$ cat src/hw/ddrmr_params.svh
// Constants for the mode register block: register offsets, field positions, reset values, counts
// Assumes inclusion by bare name from every design file that needs them
`ifndef DDRMR_PARAMS_SVH
`define DDRMR_PARAMS_SVH

// APB register offsets (byte addresses)
`define DDRMR_OFF_MODE 12'h000
`define DDRMR_OFF_EXT 12'h004
`define DDRMR_OFF_STATUS 12'h008
`define DDRMR_OFF_CTRL 12'h00c

// Mode register fields
`define DDRMR_MR_BL_MSB 2
`define DDRMR_MR_BL_LSB 0
`define DDRMR_MR_BT_BIT 3
`define DDRMR_MR_CL_MSB 6
`define DDRMR_MR_CL_LSB 4
`define DDRMR_MR_OP_MSB 12
`define DDRMR_MR_OP_LSB 7
`define DDRMR_MR_DLLRST_BIT 8
`define DDRMR_MR_RESET 13'h0000

// Latency, burst length and operating-mode encodings
`define DDRMR_CL_TWO 3'h2
`define DDRMR_CL_TWO_HALF 3'h6
`define DDRMR_BL_TWO 3'h1
`define DDRMR_BL_FOUR 3'h2
`define DDRMR_BL_EIGHT 3'h3
`define DDRMR_OP_NORMAL 6'h00
`define DDRMR_OP_DLL_RESET 6'h02
`define DDRMR_OP_MASK_SMALL 6'h1f
`define DDRMR_OP_MASK_LARGE 6'h3f

// Extended register fields
`define DDRMR_EMR_DLL_DIS_BIT 0
`define DDRMR_EMR_DRIVE_BIT 1
`define DDRMR_EMR_RESET 13'h0000

// Module sizes
`define DDRMR_SIZE_128 2'h0
`define DDRMR_SIZE_256 2'h1
`define DDRMR_SIZE_512 2'h2

// Status and control fields
`define DDRMR_ST_DLL_ON 0
`define DDRMR_ST_DLL_READY 1
`define DDRMR_ST_CL_VALID 2
`define DDRMR_ST_ERR_EARLY 8
`define DDRMR_ST_ERR_CL 9
`define DDRMR_ST_ERR_MODE 10
`define DDRMR_ST_ERR_SEL 11
`define DDRMR_CTRL_CMD_EN 0
`define DDRMR_CTRL_GUARD 1
`define DDRMR_CTRL_RESET 2'h1

// Timing counts in clock cycles
`define DDRMR_READ_LAT_CYCLES 2
`define DDRMR_DLL_LOCK_CYCLES 8'hc8

`endif

$ cat src/hw/ddrmr_pkg.sv
// Types shared by the mode register block
// Assumes the constants header is included where numbers are needed
package ddrmr_pkg;

  typedef enum logic [1:0] {
    ddrmr_bidle = 2'b01,
    ddrmr_brun = 2'b10
  } ddrmr_bst_t;

  typedef enum logic [2:0] {
    ddrmr_lat_none = 3'b001,
    ddrmr_lat_two = 3'b010,
    ddrmr_lat_two_half = 3'b100
  } ddrmr_lat_t;

endpackage

$ cat src/hw/ddrmr_burst_seq.sv
// Column offset of one beat inside a wrapping burst block
// Assumes len_log2 is 1, 2 or 3 and beat is below the burst length
`timescale 1ns/1ps
module ddrmr_burst_seq (
  // Burst shape
  input wire logic [2:0] start,
  input wire logic [1:0] len_log2,
  input wire logic interleave,
  // Beat
  input wire logic [2:0] beat,
  output logic [2:0] elem
);

  logic [2:0] mask;
  logic [2:0] sum;
  logic [2:0] low;

  assign mask = 3'((4'h1 << len_log2) - 4'h1);
  assign sum = start + beat;
  assign low = interleave ? (start ^ beat) : sum;
  assign elem = (start & ~mask) | (low & mask);

endmodule // ddrmr_burst_seq

$ cat src/hw/ddrmr_delay_line.sv
// Fixed-depth shift register carrying a read request to its launch cycle
// Assumes one request per cycle at most; no clock enable
`timescale 1ns/1ps
module ddrmr_delay_line #(
  parameter int WIDTH = 12,
  parameter int DEPTH = 2
) (
  // Clock and reset
  input wire logic pclk,
  input wire logic presetn,
  // Data
  input wire logic [WIDTH-1:0] din,
  output logic [WIDTH-1:0] dout
);

  logic [WIDTH-1:0] stage_q [DEPTH];

  always_ff @(posedge pclk or negedge presetn) begin
    if (!presetn) begin
      for (int i = 0; i < DEPTH; i++) begin
        stage_q[i] <= '0;
      end
    end else begin
      stage_q[0] <= din;
      for (int i = 1; i < DEPTH; i++) begin
        stage_q[i] <= stage_q[i-1];
      end
    end
  end

  assign dout = stage_q[DEPTH-1];

endmodule // ddrmr_delay_line

$ cat src/hw/ddrmr_top.sv
// Mode and extended-mode register logic of a DDR memory device, with read launch timing
// Assumes command pins synchronous to pclk, pclk standing for the memory clock, APB master
//
// Summary of operation
// - Read latency two or two-and-half clocks
// - First read data at edge n plus latency
// - Both bank selects zero address base register
// - Burst type bit picks sequential or interleaved
// - Low column bits give burst start element
// - Burst wraps in block, add or xor
// - Column top bit nine, eleven on largest
// - Zero operating-mode bits select normal operation
// - Bit eight alone starts DLL reset
// - DLL reset bit self-clears, others hold
// - Bank select low alone writes extended register
// - Extended register holds until reprogrammed
// - Self refresh exit enables DLL automatically
`timescale 1ns/1ps
`include "ddrmr_params.svh"
module ddrmr_top #(
  parameter logic [1:0] MODULE_SIZE = `DDRMR_SIZE_512
) (
  // Clock and reset
  input wire logic pclk,
  input wire logic presetn,
  // APB slave
  input wire logic [11:0] paddr,
  input wire logic psel,
  input wire logic penable,
  input wire logic pwrite,
  input wire logic [31:0] pwdata,
  output logic [31:0] prdata,
  output logic pready,
  output logic pslverr,
  // Memory command pins
  input wire logic cke,
  input wire logic cs_n,
  input wire logic ras_n,
  input wire logic cas_n,
  input wire logic we_n,
  input wire logic bank_select_lo,
  input wire logic bank_select_hi,
  input wire logic [12:0] addr,
  // Read launch
  output logic rd_beat_valid,
  output logic rd_half_cycle,
  output logic [10:0] rd_col_even,
  output logic [10:0] rd_col_odd,
  // DLL and drive state
  output logic dll_reset_pulse,
  output logic dll_on,
  output logic dll_ready,
  output logic drive_reduced
);

  logic [12:0] mr_q;
  logic [12:0] emr_q;
  logic [1:0] ctrl_q;
  logic [3:0] err_q;
  logic [3:0] err_set;
  logic [3:0] err_clr;
  logic dll_on_q;
  logic dll_reset_q;
  logic [7:0] lock_cnt_q;
  logic in_sref_q;
  logic [31:0] prdata_q;
  logic slverr_q;

  // Command decode
  logic cmd_sel;
  logic lmr_cmd;
  logic rd_cmd;
  logic sref_cmd;
  logic base_load;
  logic ext_load;
  logic bad_sel;
  logic [5:0] op_mask;
  logic [5:0] op_bits;
  logic op_normal;
  logic op_dll_reset;
  logic sr_exit;
  logic dll_enable_evt;
  ddrmr_pkg::ddrmr_lat_t lat;

  assign cmd_sel = ~cs_n & cke & ctrl_q[`DDRMR_CTRL_CMD_EN];
  assign lmr_cmd = cmd_sel & ~ras_n & ~cas_n & ~we_n;
  assign rd_cmd = cmd_sel & ras_n & ~cas_n & we_n;
  assign sref_cmd = ~cs_n & ~cke & ~ras_n & ~cas_n & we_n;
  assign base_load = lmr_cmd & ~bank_select_lo & ~bank_select_hi;
  assign ext_load = lmr_cmd & bank_select_lo & ~bank_select_hi;
  assign bad_sel = lmr_cmd & bank_select_hi;
  // The smallest module has no bit 12 in its operating-mode field
  assign op_mask = (MODULE_SIZE == `DDRMR_SIZE_128) ? `DDRMR_OP_MASK_SMALL :
                   `DDRMR_OP_MASK_LARGE;
  assign op_bits = addr[`DDRMR_MR_OP_MSB:`DDRMR_MR_OP_LSB] & op_mask;
  assign op_normal = (op_bits == `DDRMR_OP_NORMAL);
  assign op_dll_reset = (op_bits == `DDRMR_OP_DLL_RESET);
  assign sr_exit = in_sref_q & cke;
  assign dll_enable_evt = sr_exit | (base_load & op_dll_reset) |
                          (ext_load & ~addr[`DDRMR_EMR_DLL_DIS_BIT] & ~dll_on_q);

  always_comb begin
    case (mr_q[`DDRMR_MR_CL_MSB:`DDRMR_MR_CL_LSB])
      `DDRMR_CL_TWO: lat = ddrmr_pkg::ddrmr_lat_two;
      `DDRMR_CL_TWO_HALF: lat = ddrmr_pkg::ddrmr_lat_two_half;
      default: lat = ddrmr_pkg::ddrmr_lat_none;
    endcase
  end

  // Base mode register; reserved operating modes are not stored
  always_ff @(posedge pclk or negedge presetn) begin
    if (!presetn) begin
      mr_q <= `DDRMR_MR_RESET;
    end else if (base_load && (op_normal || op_dll_reset)) begin
      mr_q <= addr & {op_mask, 7'h7f};
    end else begin
      mr_q[`DDRMR_MR_DLLRST_BIT] <= 1'b0;
    end
  end

  always_ff @(posedge pclk or negedge presetn) begin
    if (!presetn) begin
      dll_reset_q <= 1'b0;
    end else begin
      dll_reset_q <= base_load & op_dll_reset;
    end
  end

  // Extended register
  always_ff @(posedge pclk or negedge presetn) begin
    if (!presetn) begin
      emr_q <= `DDRMR_EMR_RESET;
    end else if (ext_load) begin
      emr_q <= addr;
    end
  end

  // Self refresh tracking
  always_ff @(posedge pclk or negedge presetn) begin
    if (!presetn) begin
      in_sref_q <= 1'b0;
    end else if (sref_cmd) begin
      in_sref_q <= 1'b1;
    end else if (cke) begin
      in_sref_q <= 1'b0;
    end
  end

  // DLL state kept apart from the extended register so self refresh exit leaves it intact
  always_ff @(posedge pclk or negedge presetn) begin
    if (!presetn) begin
      dll_on_q <= 1'b0;
    end else if (sr_exit) begin
      dll_on_q <= 1'b1;
    end else if (ext_load) begin
      dll_on_q <= ~addr[`DDRMR_EMR_DLL_DIS_BIT];
    end
  end

  // Lock wait: counts only clocks with cke high
  always_ff @(posedge pclk or negedge presetn) begin
    if (!presetn) begin
      lock_cnt_q <= 8'h00;
    end else if (dll_enable_evt || !dll_on_q) begin
      lock_cnt_q <= 8'h00;
    end else if (cke && lock_cnt_q != `DDRMR_DLL_LOCK_CYCLES) begin
      lock_cnt_q <= lock_cnt_q + 8'h01;
    end
  end

  logic lock_done;
  assign lock_done = dll_on_q && (lock_cnt_q == `DDRMR_DLL_LOCK_CYCLES);

  // Read launch path
  logic rd_go;
  logic [11:0] rd_in;
  logic [11:0] rd_out;
  logic [10:0] rd_col;

  // Column bits A0-A9, plus A11 on the largest module
  assign rd_col = (MODULE_SIZE == `DDRMR_SIZE_512) ? {addr[11], addr[9:0]} :
                  {1'b0, addr[9:0]};
  // Guarded reads are dropped so a controller slip is visible instead of corrupt data
  assign rd_go = rd_cmd && (lat != ddrmr_pkg::ddrmr_lat_none) &&
                 !(ctrl_q[`DDRMR_CTRL_GUARD] && !lock_done);
  assign rd_in = {rd_go, rd_col};

  ddrmr_delay_line #(
    .WIDTH(12),
    .DEPTH(`DDRMR_READ_LAT_CYCLES)
  ) u_lat (
    .pclk(pclk),
    .presetn(presetn),
    .din(rd_in),
    .dout(rd_out)
  );

  // Burst sequencing, two elements per clock
  ddrmr_pkg::ddrmr_bst_t bst_q;
  logic [10:0] start_q;
  logic [1:0] pair_q;
  logic launch;
  logic [10:0] seq_start;
  logic [1:0] seq_pair;
  logic [1:0] len_log2;
  logic [1:0] last_pair;
  logic [2:0] elem_even;
  logic [2:0] elem_odd;

  assign launch = rd_out[11];
  assign seq_start = launch ? rd_out[10:0] : start_q;
  assign seq_pair = launch ? 2'h0 : 2'(pair_q + 2'h1);

  always_comb begin
    case (mr_q[`DDRMR_MR_BL_MSB:`DDRMR_MR_BL_LSB])
      `DDRMR_BL_FOUR: len_log2 = 2'h2;
      `DDRMR_BL_EIGHT: len_log2 = 2'h3;
      default: len_log2 = 2'h1;
    endcase
  end
  // Four bits so a length of eight does not overflow the shift
  assign last_pair = 2'((4'h1 << len_log2) / 4'h2 - 4'h1);

  ddrmr_burst_seq u_seq_even (
    .start(seq_start[2:0]),
    .len_log2(len_log2),
    .interleave(mr_q[`DDRMR_MR_BT_BIT]),
    .beat({seq_pair, 1'b0}),
    .elem(elem_even)
  );

  ddrmr_burst_seq u_seq_odd (
    .start(seq_start[2:0]),
    .len_log2(len_log2),
    .interleave(mr_q[`DDRMR_MR_BT_BIT]),
    .beat({seq_pair, 1'b1}),
    .elem(elem_odd)
  );

  always_ff @(posedge pclk or negedge presetn) begin
    if (!presetn) begin
      bst_q <= ddrmr_pkg::ddrmr_bidle;
      start_q <= 11'h000;
      pair_q <= 2'h0;
    end else begin
      case (bst_q)
        ddrmr_pkg::ddrmr_bidle, ddrmr_pkg::ddrmr_brun: begin
          if (launch) begin
            start_q <= rd_out[10:0];
            pair_q <= 2'h0;
            bst_q <= (last_pair != 2'h0) ? ddrmr_pkg::ddrmr_brun : ddrmr_pkg::ddrmr_bidle;
          end else if (bst_q == ddrmr_pkg::ddrmr_brun) begin
            pair_q <= seq_pair;
            if (seq_pair == last_pair) begin
              bst_q <= ddrmr_pkg::ddrmr_bidle;
            end
          end
        end
        default: bst_q <= ddrmr_pkg::ddrmr_bidle;
      endcase
    end
  end

  // Registered read outputs
  always_ff @(posedge pclk or negedge presetn) begin
    if (!presetn) begin
      rd_beat_valid <= 1'b0;
      rd_half_cycle <= 1'b0;
      rd_col_even <= 11'h000;
      rd_col_odd <= 11'h000;
    end else begin
      rd_beat_valid <= launch || (bst_q == ddrmr_pkg::ddrmr_brun);
      rd_half_cycle <= lat == ddrmr_pkg::ddrmr_lat_two_half;
      rd_col_even <= {seq_start[10:3], elem_even};
      rd_col_odd <= {seq_start[10:3], elem_odd};
    end
  end

  // Sticky error flags; a set in the clearing cycle wins
  assign err_set = {bad_sel,
                    base_load & ~op_normal & ~op_dll_reset,
                    rd_cmd & (lat == ddrmr_pkg::ddrmr_lat_none),
                    rd_cmd & ~lock_done};
  always_ff @(posedge pclk or negedge presetn) begin
    if (!presetn) begin
      err_q <= 4'h0;
    end else begin
      err_q <= (err_q & ~err_clr) | err_set;
    end
  end

  // APB slave: read data captured in setup, zero-wait access phase
  logic apb_setup;
  logic apb_wr;
  logic mapped;

  assign apb_setup = psel & ~penable;
  assign apb_wr = psel & penable & pwrite & ~slverr_q;
  assign mapped = (paddr == `DDRMR_OFF_MODE) || (paddr == `DDRMR_OFF_EXT) ||
                  (paddr == `DDRMR_OFF_STATUS) || (paddr == `DDRMR_OFF_CTRL);
  assign err_clr = (apb_wr && paddr == `DDRMR_OFF_STATUS) ?
                   pwdata[`DDRMR_ST_ERR_SEL:`DDRMR_ST_ERR_EARLY] : 4'h0;

  always_ff @(posedge pclk or negedge presetn) begin
    if (!presetn) begin
      prdata_q <= 32'h0000_0000;
      slverr_q <= 1'b0;
    end else if (apb_setup) begin
      slverr_q <= ~mapped;
      case (paddr)
        `DDRMR_OFF_MODE: prdata_q <= {19'h0, mr_q};
        `DDRMR_OFF_EXT: prdata_q <= {19'h0, emr_q};
        `DDRMR_OFF_STATUS: prdata_q <= {20'h00000, err_q, 5'h00,
                                        lat != ddrmr_pkg::ddrmr_lat_none, lock_done, dll_on_q};
        `DDRMR_OFF_CTRL: prdata_q <= {30'h0, ctrl_q};
        default: prdata_q <= 32'h0000_0000;
      endcase
    end
  end

  always_ff @(posedge pclk or negedge presetn) begin
    if (!presetn) begin
      ctrl_q <= `DDRMR_CTRL_RESET;
    end else if (apb_wr && paddr == `DDRMR_OFF_CTRL) begin
      ctrl_q <= pwdata[1:0];
    end
  end

  assign prdata = prdata_q;
  assign pready = 1'b1;
  assign pslverr = psel & penable & slverr_q;

  assign dll_reset_pulse = dll_reset_q;
  assign dll_on = dll_on_q;
  assign dll_ready = lock_done;
  assign drive_reduced = emr_q[`DDRMR_EMR_DRIVE_BIT];

  // Checks
  // Registered outputs set at edge n+2 are first seen by a sampling edge at n+3
  rd_lat_a: assert property (@(posedge pclk) disable iff (!presetn)
    rd_go |-> ##3 rd_beat_valid) else $error("read data not at latency edge");
  cl_half_a: assert property (@(posedge pclk) disable iff (!presetn)
    rd_go && lat == ddrmr_pkg::ddrmr_lat_two_half && !base_load |=> ##1 rd_half_cycle)
    else $error("half cycle flag missing");
  mode_load_a: assert property (@(posedge pclk) disable iff (!presetn)
    base_load && op_normal |=> mr_q[6:0] == $past(addr[6:0]))
    else $error("base register not loaded");
  a8_clear_a: assert property (@(posedge pclk) disable iff (!presetn)
    mr_q[8] && !base_load |=> !mr_q[8]) else $error("dll reset bit stuck");
  dll_rst_a: assert property (@(posedge pclk) disable iff (!presetn)
    base_load && op_dll_reset |=> dll_reset_pulse ##1 !dll_reset_pulse || base_load)
    else $error("dll reset pulse wrong");
  ext_load_a: assert property (@(posedge pclk) disable iff (!presetn)
    ext_load |=> emr_q == $past(addr)) else $error("extended register not loaded");
  ext_hold_a: assert property (@(posedge pclk) disable iff (!presetn)
    !ext_load |=> $stable(emr_q)) else $error("extended register changed");
  sr_dll_a: assert property (@(posedge pclk) disable iff (!presetn)
    sr_exit |=> dll_on_q && !dll_ready) else $error("dll not on after self refresh");
  lock_a: assert property (@(posedge pclk) disable iff (!presetn)
    $rose(dll_ready) |-> $past(lock_cnt_q) == 8'hc7) else $error("lock wait wrong");
  wrap_a: assert property (@(posedge pclk) disable iff (!presetn)
    rd_go && !mr_q[3] && mr_q[2:0] == 3'h2 && addr[1:0] == 2'h3 && !base_load
    |-> ##3 rd_col_odd[1:0] == 2'h0) else $error("sequential wrap wrong");

endmodule // ddrmr_top

$ cat config.mk
export PLATFORM = sky130hd
export DESIGN_NAME = ddrmr_top
export DESIGN_NICKNAME = d
export VERILOG_FILES = /design/src/hw/ddrmr_pkg.sv /design/src/hw/ddrmr_burst_seq.sv /design/src/hw/ddrmr_delay_line.sv /design/src/hw/ddrmr_top.sv
export VERILOG_INCLUDE_DIRS = /design/src /design/src/hw
export SDC_FILE = /design/constraint.sdc
export NUM_CORES = 1
export LEC_CHECK = 0
export ABC_AREA = 1
export BUFFER_PORTS_ARGS = -buffer_cell sky130_fd_sc_hd__buf_2
export CORE_MARGIN = 5
export CORE_UTILIZATION = 55
export CTS_BUF_LIST = sky130_fd_sc_hd__clkbuf_8
export CTS_CLUSTER_DIAMETER = 80
export DETAILED_ROUTE_END_ITERATION = 12
export GPL_TIMING_DRIVEN = 0
export MAX_ROUTING_LAYER = met4
export PLACE_DENSITY = 0.91
export SETUP_SLACK_MARGIN = 0.02
export SLEW_MARGIN = 20
export SYNTH_ARGS = -nofsm -noshare
export SYNTH_HDL_FRONTEND = slang
export SYNTH_SLANG_ARGS = --single-unit
$ cat constraint.sdc
create_clock -name pclk -period 2.9 [get_ports pclk]
set_input_delay 0 -clock pclk [delete_from_list [all_inputs] [get_ports pclk]]
set_output_delay 0 -clock pclk [all_outputs]
set_load 0.02 [all_outputs]
== Word-level counts from Yosys, hierarchy flattened ==
Index checks and enable logic that the tools add are counted.

* Bits in registers: 139
* Bits in latches: 0
* Bits in writable memories: 0
* Bits in read-only memories: 0
* Input bits: 69
* Word-level logic and storage cells: 152
* Memories: 0

* $add $sub $neg: 6
* $mul: 0
* Divide/modulo/power cells: 0
* Magnitude comparators: 0
* Eq/ne operators: 18
* Shift operators: 1
* Muxes and demuxes: 22
* Bitwise gates (word level): 58
* Reduce and logical (&&, ||, !) cells: 27

{| class="wikitable"
|+ Operators with widths
! cell !! number
|-
| 13-bit case mux with 4 select lines || 1
|-
| 1-bit AND || 30
|-
| 12-bit by 4-bit equality test with 1-bit output, second input constant || 2
|-
| 2-bit 2-to-1 mux || 8
|-
| 8-bit 2-to-1 mux || 2
|-
| 1-bit inverter || 15
|-
| 12-bit by 3-bit equality test with 1-bit output, second input constant || 1
|-
| 12-bit logical NOT || 1
|-
| 11-bit 2-to-1 mux || 1
|-
| 2-bit nonzero test || 5
|-
| 3-bit AND || 3
|-
| 3-bit by 2-bit equality test with 1-bit output, second input constant || 3
|-
| 8-bit by 1-bit adder with 8-bit output, second input constant || 1
|-
| 8-bit equality test, second input constant || 1
|-
| 1-bit logical AND || 8
|-
| 8-bit inequality test, second input constant || 1
|-
| 3-bit adder || 2
|-
| 3-bit equality test, second input constant || 2
|-
| 6-bit by 2-bit equality test with 1-bit output, second input constant || 1
|-
| 6-bit logical NOT || 1
|-
| 1-bit logical OR || 6
|-
| 3-bit 2-to-1 mux || 2
|-
| 3-bit by 2-bit inequality test with 1-bit output, second input constant || 2
|-
| 3-bit bitwise OR || 2
|-
| 22 further kinds || 31
|}

== Longest topological paths before layout ==
Gate-level depths: netlist of run 1.

* Depth after elaboration: 13
* Gate-level depth with buffers: 11

== Modules after synthesis ==
Synthesis of run 1 repeated with hierarchy kept, for this count alone.

* Cells, all modules: 621
* Area total of the unflattened synthesis: 5,276.3 um^2

{| class="wikitable"
|+ Modules (own cells, without submodules)
! module !! times used !! cells an instance !! area an instance (um^2) !! sequential area each (um^2)
|-
| ddrmr_top || 1 || 537 || 4,315.4 || 2,204.6
|-
| ddrmr_delay_line || 1 || 36 || 690.7 || 600.6
|-
| ddrmr_burst_seq || 2 || 24 || 135.1 || 0.0
|}

== Worst setup path after synthesis of run 1 ==
No wires, ideal clock.

* Kind: reg2reg
* Start: register u_lat.stage_q (netlist bit u_lat.dout[11])
* End: register rd_col_odd[1]
* Library setup time: 65 ps
* Arrival time: 1,441 ps
* Required time: 2,835 ps
* Setup slack: 1,394 ps
* Cell stages (with the launch flop): 7
* Buffers on the path: 1
* Path through: dfrtp_1 > buf_6 > o21ai_0 > fa_1 > a21oi_1 > o21ai_0 > nand2_1

* Cells in the longest elaborated chain, start to end: 5
* Elaborated cells on any way between the ends: 8

{| class="wikitable"
|+ RTL lines
! element !! line !! text
|-
| start: declaration || ddrmr_delay_line.sv:16 || <nowiki>logic [WIDTH-1:0] stage_q [DEPTH];</nowiki>
|-
| start signal: indexed assignment || ddrmr_delay_line.sv:26 || <nowiki>stage_q[i] <= stage_q[i-1];</nowiki>
|-
| 11-bit 2-to-1 mux or 2-bit 2-to-1 mux (tied branches) || ddrmr_top.sv:211, ddrmr_top.sv:212 ||
|-
| 3-bit adder or 3-bit XOR (tied branches) || ddrmr_burst_seq.sv:19, ddrmr_burst_seq.sv:20 ||
|-
| 3-bit 2-to-1 mux || ddrmr_burst_seq.sv:20 || <nowiki>assign low = interleave ? (start ^ beat) : sum;</nowiki>
|-
| 3-bit AND || ddrmr_burst_seq.sv:21 || <nowiki>assign elem = (start & ~mask) | (low & mask);</nowiki>
|-
| 3-bit bitwise OR (*) || ddrmr_burst_seq.sv:21 ||
|-
| via elem_odd[1] || ddrmr_top.sv:208 || <nowiki>logic [2:0] elem_odd;</nowiki>
|-
| end signal: assignment || ddrmr_top.sv:275 || <nowiki>rd_col_odd <= {seq_start[10:3], elem_odd};</nowiki>
|-
| end: declaration || ddrmr_top.sv:48 || <nowiki>output logic [10:0] rd_col_odd,</nowiki>
|}

Mark *: on every way through the listed nets, which the timed path passes. The rest lies on a longest branch.
A chain may end at the register's enable or synchronous reset.

== Worst setup path in the final report of run 1 ==
* Start: input port paddr[0]
* End: register err_q[1]

* Cells in the longest elaborated chain, start to end: 6

{| class="wikitable"
|+ RTL lines
! element !! line !! text
|-
| start: declaration || ddrmr_top.sv:27 || <nowiki>input wire logic [11:0] paddr,</nowiki>
|-
| 12-bit by 4-bit equality test with 1-bit output || -- ||
|-
| 1-bit logical AND (no line) || -- ||
|-
| 4-bit 2-to-1 mux || ddrmr_top.sv:301 || <nowiki>assign err_clr = (apb_wr && paddr == `DDRMR_OFF_STATUS) ?</nowiki>
|-
| 4-bit inverter || ddrmr_top.sv:288 || <nowiki>err_q <= (err_q & ~err_clr) | err_set;</nowiki>
|-
| 4-bit AND || ddrmr_top.sv:288 ||
|-
| 4-bit bitwise OR || ddrmr_top.sv:288 ||
|-
| end signal: assignment || ddrmr_top.sv:288 ||
|-
| end: declaration || ddrmr_top.sv:59 || <nowiki>logic [3:0] err_q;</nowiki>
|}

Every way passes these cells.

==> results of run 1 <==
-- cell families (layout without fill, tap and decap cells) --
kind of cell / after synthesis / count (layout)
flops: 112 / 112
simple gates: 284 / 284
compound gates: 61 / 61
xor+xnor: 2 / 2
buf+inv: 120 / 253
other cells: 2 / 20
fa+ha+maj: 6 / 6
-- synth_stat cells (all sizes together) --
| cell type | number |
|---|---|
| nand2 | 175 |
| dfrtp | 110 |
| inv | 77 |
| o21ai | 55 |
| nand3 | 51 |
| nor2 | 46 |
| buf | 39 |
| ha | 5 |
| a21oi | 3 |
| clkbuf | 3 |
| nor3 | 3 |
| and2 | 2 |
| conb | 2 |
| dfstp | 2 |
| nand4 | 2 |
| nor4 | 2 |
| or2 | 2 |
| a211oi | 1 |
| a31oi | 1 |
| clkinv | 1 |
| fa | 1 |
| nand3b | 1 |
| o31ai | 1 |
| xnor2 | 1 |
| xor2 | 1 |
-- registers in the layout (all words and copies together) (netlist names), 4 cells and up --
signal	flops
emr_q	13
mr_q	13
prdata	13
u_lat.dout	12
u_lat.stage_q	12
start_q	11
rd_col_odd	10
lock_cnt_q	8
err_q	4
rd_col_even	4
-- power by group through the flow --
stage	combinational [uW]	sequential (uW)	clock [uW]
final	274	1630	1050
after global routing	313	1630	1130
after global placement	228	1660	0
after floorplan	140	1650	0
after CTS	273	1630	1060
after detailed placement	245	1660	0
-- path summary, 6_finish.rpt --
| path | slack [ns] | endpoint | startpoint | depth (start not counted) |
|---|---|---|---|---|
| min in group asynchronous | 0.16 | rd_col_odd[6] | presetn | 2 |
| min reg2reg | 0.36 | u_lat.dout[0] | u_lat.stage_q[12] | 0 |
| max | 0.84 | err_q[1] | paddr[0] | 11 |
| min | 0.03 | prdata[1] | psel | 5 |
| max in group asynchronous | 2.05 | ctrl_q[0] | presetn | 3 |
| max reg2reg | 1.02 | err_q[2] | ctrl_q[0] | 5 |
-- worst reg2reg max path, delay by kind of cell (launching register included) --
family	cells	cell delay (ns)
AOI/OAI and AO/OA	1	0.27
buffers and inverters	1	0.61
DFF	1	0.58
and+or+nand+nor	3	0.34
-- metal layers --
layer  vias up  global-route usage  share of wire
li1       2063                   -              -
met1      1982              0.2597           0.41
met2       166              0.3748           0.50
met3        29             0.04007          0.061
met4         0             0.08603          0.026
met5         -                   -              0
-- through the flow --
step                      std cells    util
final                           849  0.6896
after global routing            849  0.6896
after CTS                       849  0.6896
after detailed placement        801  0.6294
after global placement          800  0.6257
after floorplan                 605       -
-- layout make-up --
class | count | area, sq um | area share
buffer | 42 | 307.8 | 0.04900
clock buffer | 10 | 137.6 | 0.02191
clock inverter | 6 | 90.09 | 0.01434
inverter | 78 | 292.8 | 0.04661
multi-input combinational | 373 | 1734 | 0.2761
sequential | 112 | 2805 | 0.4466
tap | 111 | 138.9 | 0.02211
timing repair buffer | 117 | 774.5 | 0.1233
-- timing repair --
action | CTS | global route
hold buffers | 32 | 0
gates resized for setup | 0 | 0
buffers inserted | 0 | 0
endpoints found under the hold margin | 107 | 0
==> results.py, run 1 <==
metrics = {
    "logic_synthesis": {
        "synth_area_per_cell_sq_um": 8.641,
        "syn_inst": 587,
        "yosysTopAreaCell": "dfrtp_1",
        "ys_warn_count": 0,
        "synth-seq-cells": 112,
        "synth_top_family_by_area": "simple AND/OR/NAND/NOR gates",
        "synth-compound-area-share": 0.06586,
        "yosysUniqueCellTypes": 39,
        "syn_area_sq_um": 5072,
        "synth_fa_ha_area_frac": 0.01628,
        "synth-xor-area-share": 0.003453,
        "synth.top_cell.area_share": 0.5427,
        "synthMuxAreaShare": 0,
        "synth_simple_gate_area_frac": 0.2415,
        "yosysSeqAreaShare": 0.5530,
        "netlist_top_cells_area": "dfrtp_1 54%, nand2_1 13%, inv_1 5.6%",
    },
    "power_and_ir_drop": {
        "totalPowerFinal_uw": 2950,
        "clkPwrFrac": 0.355,
        "switching_share": 0.2468,
        "power_leakage_uw": 0.003492,
        "p_sw_uw": 728.1,
        "cell_internal_pwr_uw": 2222,
        "power.density_nw_per_um2": 469.7,
        "comb_power_share": 0.093,
        "seqPwrFrac": 0.552,
        "ir_drop_uv": 269.8,
    },
    "hold_path": {
        "hold_path.class": "primary input to flop",
    },
    "placed_design": {
        "post-place-ws_ns": 1.179,
        "dpl_cell_area_sq_um": 5733,
        "dp_hpwl_mm": 8.278,
        "port_buffers": 84,
        "gp_congestion": 0.8797,
    },
    "timing": {
        "skew_ns": 0.01712,
        "fin_ws_ns": 0.8390,
        "fmax_mhz": 485.2,
        "maxSlewViolCount": 0,
        "hold_ws_ns": 0.02706,
        "rsz0062_at_grt": "no",
        "worst_pin_slew_ns": 0.5619,
        "setup_viol": 0,
        "setup_tns_ns": 0,
        "timing_hold_violations_final": 0,
        "post-route-period-util": 0.7107,
        "relSlewSlack": 0.6254,
        "min_period_ns": 2.061,
    },
    "critical_path": {
        "crit_buf_inv": 4,
        "critical_path.top_delay_family": "buffers and inverters",
        "slowest_stage": "dlygate4sd3_1",
        "crit_path_cell_trace": "dlygate4sd3_1 > buf_2 > nor2_2 > inv_1 > nor2_1 > nand2_1 > nor2_1 > nand2_1 > nand2_1 > o21ai_0 > dlygate4sd3_1",
        "end_kind": "flop",
        "required_ns": 3.17,
        "worstSetupPathType": "primary input to flop",
        "cpPeakStageDelay_ns": 0.60,
        "cp-start-kind": "primary input",
        "critPathMostFrequentCell": "nand2_1",
        "cp.arrival_ns": 2.33,
        "crit_fanout": 5,
    },
    "route": {
        "wire_per_inst_um": 13.60,
        "num_vias": 4240,
        "drt_wl_total_mm": 11.54,
        "drt-vias-per-instance": 4.994,
        "drc": 0,
        "drt_iter0_drc": 214,
        "antenna_left": 0,
        "drt_first_pass_iters": 5,
    },
    "global_routing": {
        "track_usage": 0.2196,
        "grt_pass1_wl_mm": 19.29,
        "grt_pass1_vias": 4299,
        "overflow": 0,
        "grt_max_degree": 64,
        "antenna_found_initial": 0,
    },
    "clock_network": {
        "clk_path_buf_depth": 2,
        "clk_pin_slew_ns": 0.11,
        "clockRootBuffer": "clkbuf_8",
        "insertion_delay_ns": 0.38,
        "cts_tree": "done",
        "cts_htree_levels": 3,
        "numCtsBuffers": 9,
        "cts_sinks": 112,
    },
    "outcome": {
        "status": "finished, final reports clean",
    },
    "cells_and_area": {
        "finalNetCount": 808,
        "n_antenna_cell": 0,
        "area_delta_synth_final_pct": 23.83,
        "final_common_cell": "nand2_1",
        "drive_above_1_share": 0.2222,
        "layout_common_cells": "172 x nand2_1, 110 x dfrtp_1, 88 x buf_2, 76 x inv_1, 50 x nand3_1",
        "num-fill-cells": 696,
        "stdcell_area_sq_um": 6281,
    },
    "floorplan": {
        "dieArea_sq_um": 11240,
        "coreArea_sq_um": 9109,
        "die_y_um": 106.0,
        "num_io_pins": 131,
        "die_x_um": 106.0,
        "rows": 35,
        "initial_core_util": 0.5569,
    },
    "flow_run": {
        "drv_cap": 0,
    },
}
Power figures use the tool's default switching activity.
==> inputs of run 2 (changes only) <==
Settings changed: ABC_AREA 1 to 0, CORE_UTILIZATION 55 to 54, PLACE_DENSITY 0.91 to 0.9.
Clock period 2.9 ns to 1.92 ns, I/O delays scaled along.
==> run 2 against run 1 <==
  * The flow now finishes with violations (negative setup slack)
  * Synthesized cell count is 34% lower
  * Final cell count is 23% lower
  * Critical path type is now flop to flop
  * Largest cell class unchanged
  * Area after synthesis is 5.1% lower
  * Highest routed layer unchanged
==> results.py, run 2 <==
metrics = {
    "power_and_ir_drop": {
        "ir_drop_uv": 548.8,
        "power.density_nw_per_um2": 688.8,
        "power_leakage_uw": 0.003161,
    },
    "clock_network": {
        "insertion_delay_ns": 0.37,
        "numCtsBuffers": 9,
        "clk_path_buf_depth": 2,
        "cts_tree": "done",
        "cts_sinks": 112,
        "clockRootBuffer": "clkbuf_8",
        "cts_htree_levels": 3,
        "clk_pin_slew_ns": 0.10,
    },
    "floorplan": {
        "die_x_um": 104.4,
        "num_io_pins": 131,
        "coreArea_sq_um": 8721,
        "rows": 34,
        "initial_core_util": 0.5518,
        "die_y_um": 104.4,
        "dieArea_sq_um": 10900,
    },
    "cells_and_area": {
        "final_common_cell": "dfrtp_1",
        "n_antenna_cell": 0,
        "layout_common_cells": "110 x dfrtp_1, 82 x buf_2, 39 x buf_4, 38 x mux2_2, 29 x dlygate4sd3_1",
        "finalNetCount": 615,
        "layout.cells.non_filler": 653,
        "drive_above_1_share": 0.3835,
        "area_delta_synth_final_pct": 27.48,
        "final_util": 0.7034,
    },
    "route": {
        "drt_wl_total_mm": 11.96,
        "wire_per_inst_um": 18.32,
        "drt-vias-per-instance": 5.482,
        "drt_first_pass_iters": 5,
        "drt_iter0_drc": 213,
        "antenna_left": 0,
        "num_vias": 3580,
        "drc": 0,
    },
    "timing": {
        "setup_tns_ns": -0.04042,
        "fmax_mhz": 512.3,
        "setup_viol": 2,
        "worst_pin_slew_ns": 0.6540,
        "fin_ws_ns": -0.03201,
        "rsz0062_at_grt": "yes",
        "min_period_ns": 1.952,
        "skew_ns": 0.01301,
        "maxSlewViolCount": 0,
        "timing_hold_violations_final": 0,
        "post-route-period-util": 1.017,
        "relSlewSlack": 0.5640,
    },
    "logic_synthesis": {
        "synth.top_cell.area_share": 0.5720,
        "netlist_top_cells_area": "dfrtp_1 57%, mux2_2 8.9%, buf_4 4.5%",
        "syn_area_sq_um": 4812,
        "synth_most_common_cell": "dfrtp_1",
        "synth-main-ff-cell": "dfrtp_1",
        "yosysUniqueCellTypes": 53,
        "synth_edf_count": 0,
        "syn_inst": 390,
        "synth_area_per_cell_sq_um": 12.34,
        "synth-seq-cells": 112,
        "ys_warn_count": 0,
        "ys_top_cells_by_count": "110 x dfrtp_1, 38 x mux2_2, 29 x buf_4, 26 x nor2_1, 23 x nand2_1",
        "async_flop_share": 1.000,
        "yosysSeqAreaShare": 0.5829,
        "yosysTopAreaCell": "dfrtp_1",
    },
    "critical_path": {
        "cpPeakStageDelay_ns": 0.42,
        "cp-start-kind": "flop",
        "end_kind": "flop",
        "cp.arrival_ns": 2.20,
        "crit_fanout": 4,
        "crit_path_cell_trace": "buf_6 > buf_12 > or2_4 > fa_2 > nor2_2 > o21ai_1 > a21o_1 > xor2_1",
        "timing.critical_path.from": "u_lat.dout[11]",
        "worstSetupPathType": "flop to flop",
        "required_ns": 2.17,
        "rr_startpoint": "u_lat.dout[11]",
        "slowest_stage": "dfrtp_1",
    },
    "placed_design": {
        "gp_congestion": 0.8126,
        "dp_hpwl_mm": 7.676,
        "port_buffers": 81,
        "placedCellCount": 598,
    },
    "outcome": {
        "status": "finished with violations",
        "failed_checks": "negative setup slack",
    },
    "global_routing": {
        "grt_use_met1": 0.2652,
        "grt_pass1_wl_mm": 19.50,
        "met3_usage": 0.05773,
        "grt_max_degree": 72,
        "antenna_found_initial": 0,
        "overflow": 0,
        "grt_pass1_vias": 3790,
        "track_usage": 0.2299,
        "met2_usage": 0.3846,
        "busiest_layer": "met2",
    },
    "hold_path": {
        "worstHoldStart": "paddr[1]",
        "hold_path.class": "primary input to flop",
    },
    "flow_run": {
        "drv_cap": 0,
    },
}
[run 2: changes by cell type in the layout (fill, tap and decap cells not counted), moves of 6 or more]
cell	previous run	this run
nand2_1	172	23
inv_1	76	15
nand3_1	50	2
mux2_2	0	38
o21ai_0	48	12
mux2i_1	0	16
nor2_1	39	24
nor2b_1	0	12
buf_4	30	39
a21oi_1	3	9
buf_2	88	82
o21ai_2	6	0
[run 2: final timing paths]
check / to / slack [ns] / cells past startpoint
hold reg to reg: u_lat.dout[10] / 0.36 / 0
setup / recovery: rd_col_odd[2] / -0.03 / 8
min in group asynchronous: start_q[7] / 0.09 / 2
hold / removal: prdata[9] / 0.04 / 4
setup reg to reg: rd_col_odd[2] / -0.03 / 8
max in group asynchronous: bst_q[0] / 1.10 / 3
[run 2: final cells by class]
| type | instances | area (sq um) |
|---|---|---|
| well taps | 108 | 135.1 |
| multi-input cells | 240 | 1838 |
| flip-flops and latches | 112 | 2805 |
| fillers | 572 | 2586 |
| repair buffers | 121 | 804.5 |
| inverters | 16 | 60.06 |
| plain buffers | 40 | 310.3 |
| clock buffers | 10 | 137.6 |
| clock inverters | 6 | 43.79 |
[run 2: repair_timing]
item	in CTS	in global routing
hold endpoints to repair	152	0
endpoints found under the setup margin	25	32
buffers inserted	8	2
hold buffers	29	0
pin swaps	6	1
resized for setup	18	6
[run 2: power by group]
| group | internal, uW | leakage [uW] | switching, uW |
|---|---|---|---|
| Clock | 514 | 0.0000926 | 808 |
| Combinational | 186 | 0.00160 | 254 |
| Sequential | 2410 | 0.00147 | 50.4 |
| Total | 3110 | 0.00316 | 1110 |
[run 2: logic make-up (layout without fill, tap and decap cells)]
logic type / count (synthesis) / count (layout) / share of synthesized area
adders and majority gates: 6 / 6 / 0.01716
DFF: 112 / 112 / 0.5829
muxes: 60 / 60 / 0.1420
and+or+nand+nor: 101 / 101 / 0.1139
AOI/OAI and AO/OA: 43 / 43 / 0.05695
other: 2 / 20 / 0.001561
xor gates and xnor gates: 10 / 10 / 0.01820
buffers and inverters: 56 / 193 / 0.06734
[run 2: layer usage]
metal / vias to the layer above / part of all wire
li1: 1598 / -
met1: 1758 / 0.36
met2: 181 / 0.52
met3: 43 / 0.077
met4: 0 / 0.038
met5: - / 0
[run 2: critical path, delay by kind of cell, from the launching register on]
kind	cells	cell delay (ns)
AND/OR/NAND/NOR	2	0.38
AO/OA/AOI/OAI	2	0.27
buffers and inverters	2	0.28
flip-flops	1	0.42
XOR/XNOR	1	0.13
adder cells (fa/ha/maj)	1	0.36
[run 2: per-stage QoR]
| step | worst slack (ns) | total power, uW | hold WS (ns) | area (sq um) |
|---|---|---|---|---|
| floorplan | -0.05217 | 2709 | -0.2956 | 4907 |
| global placement | -0.3220 | 2841 | 0.1357 | 5448 |
| detailed placement | -0.2771 | 2881 | -0.06083 | 5482 |
| CTS | -0.03085 | 4200 | 0.01948 | 6078 |
| global route | -0.1043 | 4388 | 0.04272 | 6135 |
| finish | -0.03201 | 4226 | 0.03670 | 6135 |
==> inputs of run 3 (changes only) <==
Settings changed: REMOVE_ABC_BUFFERS set to 1.
==> run 3 against run 2 <==
  * The flow now finishes without violations
  * Clock skew fell by 0.0038 ns
  * Core utilization fell by 3.1 points
  * Combinational power fell by 12%
  * Fmax rose by 2.2%
  * Total power fell by 1.5%
  * Worst setup slack improved by 0.042 ns
  * Final area fell by 4.3%
  * Non-clock buffer count fell by 35
  * Register-to-register slack improved by 0.04 ns
  * Clock power barely moved
  * Sequential power barely moved
  * Critical endpoint is now rd_col_even[2]
==> results.py, run 3 (same netlist as run 2, synthesis figures left out) <==
metrics = {
    "outcome": {
        "status": "finished, final reports clean",
    },
    "floorplan": {
        "initial_core_util": 0.5518,
        "coreArea_sq_um": 8721,
        "die_y_um": 104.4,
        "rows": 34,
        "num_io_pins": 131,
        "dieArea_sq_um": 10900,
        "die_x_um": 104.4,
    },
    "power_and_ir_drop": {
        "clkPwrFrac": 0.315,
        "p_sw_uw": 1010,
        "ir_drop_uv": 379.7,
        "seqPwrFrac": 0.592,
        "comb_power_share": 0.093,
        "switching_share": 0.2427,
        "totalPowerFinal_uw": 4163,
        "cell_internal_pwr_uw": 3153,
        "power.density_nw_per_um2": 709.5,
        "power_leakage_uw": 0.003007,
    },
    "route": {
        "wirelength_met1_mm": 4.357,
        "drc": 0,
        "drt-vias-per-instance": 5.409,
        "wl_met2_mm": 5.904,
        "wl_met3_um": 575,
        "wire_per_inst_um": 17.82,
        "drt_first_pass_iters": 4,
        "drt_iter0_drc": 160,
        "highest_layer": "met4",
        "antenna_left": 0,
        "drt_wl_total_mm": 11.03,
        "num_vias": 3348,
    },
    "critical_path": {
        "crit_fanout": 6,
        "cp-start-kind": "flop",
        "cp.arrival_ns": 2.15,
        "required_ns": 2.16,
        "end_kind": "flop",
        "worstSetupPathType": "flop to flop",
    },
    "timing": {
        "timing_hold_violations_final": 0,
        "min_period_ns": 1.910,
        "post-route-period-util": 0.9947,
        "setup_viol": 0,
        "relSlewSlack": 0.3687,
        "rsz0062_at_grt": "yes",
        "fmax_mhz": 523.6,
        "fin_ws_ns": 0.01012,
        "skew_ns": 0.009226,
        "maxSlewViolCount": 0,
        "worst_pin_slew_ns": 0.9469,
    },
    "global_routing": {
        "grt_pass1_wl_mm": 17.83,
        "antenna_found_initial": 0,
        "overflow": 0,
        "grt_max_degree": 76,
        "grt_pass1_vias": 3488,
        "track_usage": 0.2099,
    },
    "cells_and_area": {
        "area_delta_synth_final_pct": 21.94,
        "layout.cells.non_filler": 619,
        "drive_above_1_share": 0.3425,
        "layout_common_cells": "109 x dfrtp_1, 83 x buf_2, 38 x mux2_2, 30 x dlygate4sd3_1, 24 x nor2_1",
        "final_common_cell": "dfrtp_1",
        "final_util": 0.6729,
        "finalNetCount": 581,
        "stdcell_area_sq_um": 5868,
        "n_antenna_cell": 0,
    },
    "placed_design": {
        "post-place-ws_ns": -0.6386,
        "dpl_cell_area_sq_um": 5205,
        "port_buffers": 84,
        "gp_congestion": 0.8187,
        "placedCellCount": 561,
        "dp_hpwl_mm": 7.389,
    },
    "clock_network": {
        "cts_tree": "done",
        "clk_pin_slew_ns": 0.09,
        "clockRootBuffer": "clkbuf_8",
        "insertion_delay_ns": 0.36,
        "cts_htree_levels": 3,
        "numCtsBuffers": 9,
        "cts_sinks": 112,
        "clk_path_buf_depth": 2,
    },
    "flow_run": {
        "drv_cap": 0,
    },
    "hold_path": {
        "hold_path.class": "primary input to flop",
    },
}
run 3: metrics by stage:
step / setup TNS (ns) / hold slack, ns
6_report: 0 / 0.03755
3_3_place_gp: -44.30 / 0.1313
4_1_cts: 0 / 0.03172
2_1_floorplan: -1.354 / -0.2956
3_5_place_dp: -12.15 / -0.08030
5_1_grt: -0.08435 / 0.06188
run 3: final timing paths:
check,start,end,slack [ns],depth (start not counted)
worst max-delay path,u_lat.dout[11],rd_col_even[2],0.01,7
worst min register to register,u_lat.stage_q[23],u_lat.dout[11],0.36,0
max in group asynchronous,presetn,bst_q[0],1.11,3
worst min-delay path,cas_n,u_lat.stage_q[23],0.04,4
worst max register to register,u_lat.dout[11],rd_col_even[2],0.01,7
min in group asynchronous,presetn,emr_q[12],0.12,2
run 3: power groups by stage:
stage | clock network [uW] | registers (uW) | logic (uW)
6_report | 1310 | 2460 | 387
5_1_grt | 1430 | 2470 | 431
4_1_cts | 1330 | 2460 | 384
3_5_place_dp | 0 | 2510 | 336
3_3_place_gp | 0 | 2500 | 308
2_1_floorplan | 0 | 2500 | 164
run 3: routing by layer:
layer,up-vias,track usage
li1,1527,-
met1,1694,0.2569
met2,108,0.3534
met3,19,0.03849
met4,0,0.06660
met5,-,-
run 3: layout make-up:
type                    count  area (sq um)
clock buffers               9         123.9
clock inverters             7         56.30
fillers                   612          2853
inverters                  16         60.06
multi-input cells         241          1843
flip-flops and latches    112          2809
well taps                 108         135.1
repair buffers            126         840.8
run 3: timing repair:
item	CTS	global route
pin swaps	2	3
hold buffers	30	0
gates resized for setup	15	4
buffers inserted	3	8
hold endpoints to repair	154	0
setup endpoints to repair	47	16
cloned	0	1
run 3: critical path: stages, from the launching register on:
cell and delay, ns:
dfrtp_4 0.50, mux2i_4 0.29, inv_1 0.07, ha_1 0.19, nor2b_1 0.14, or3_1 0.30
a21o_1 0.17, xor2_1 0.14
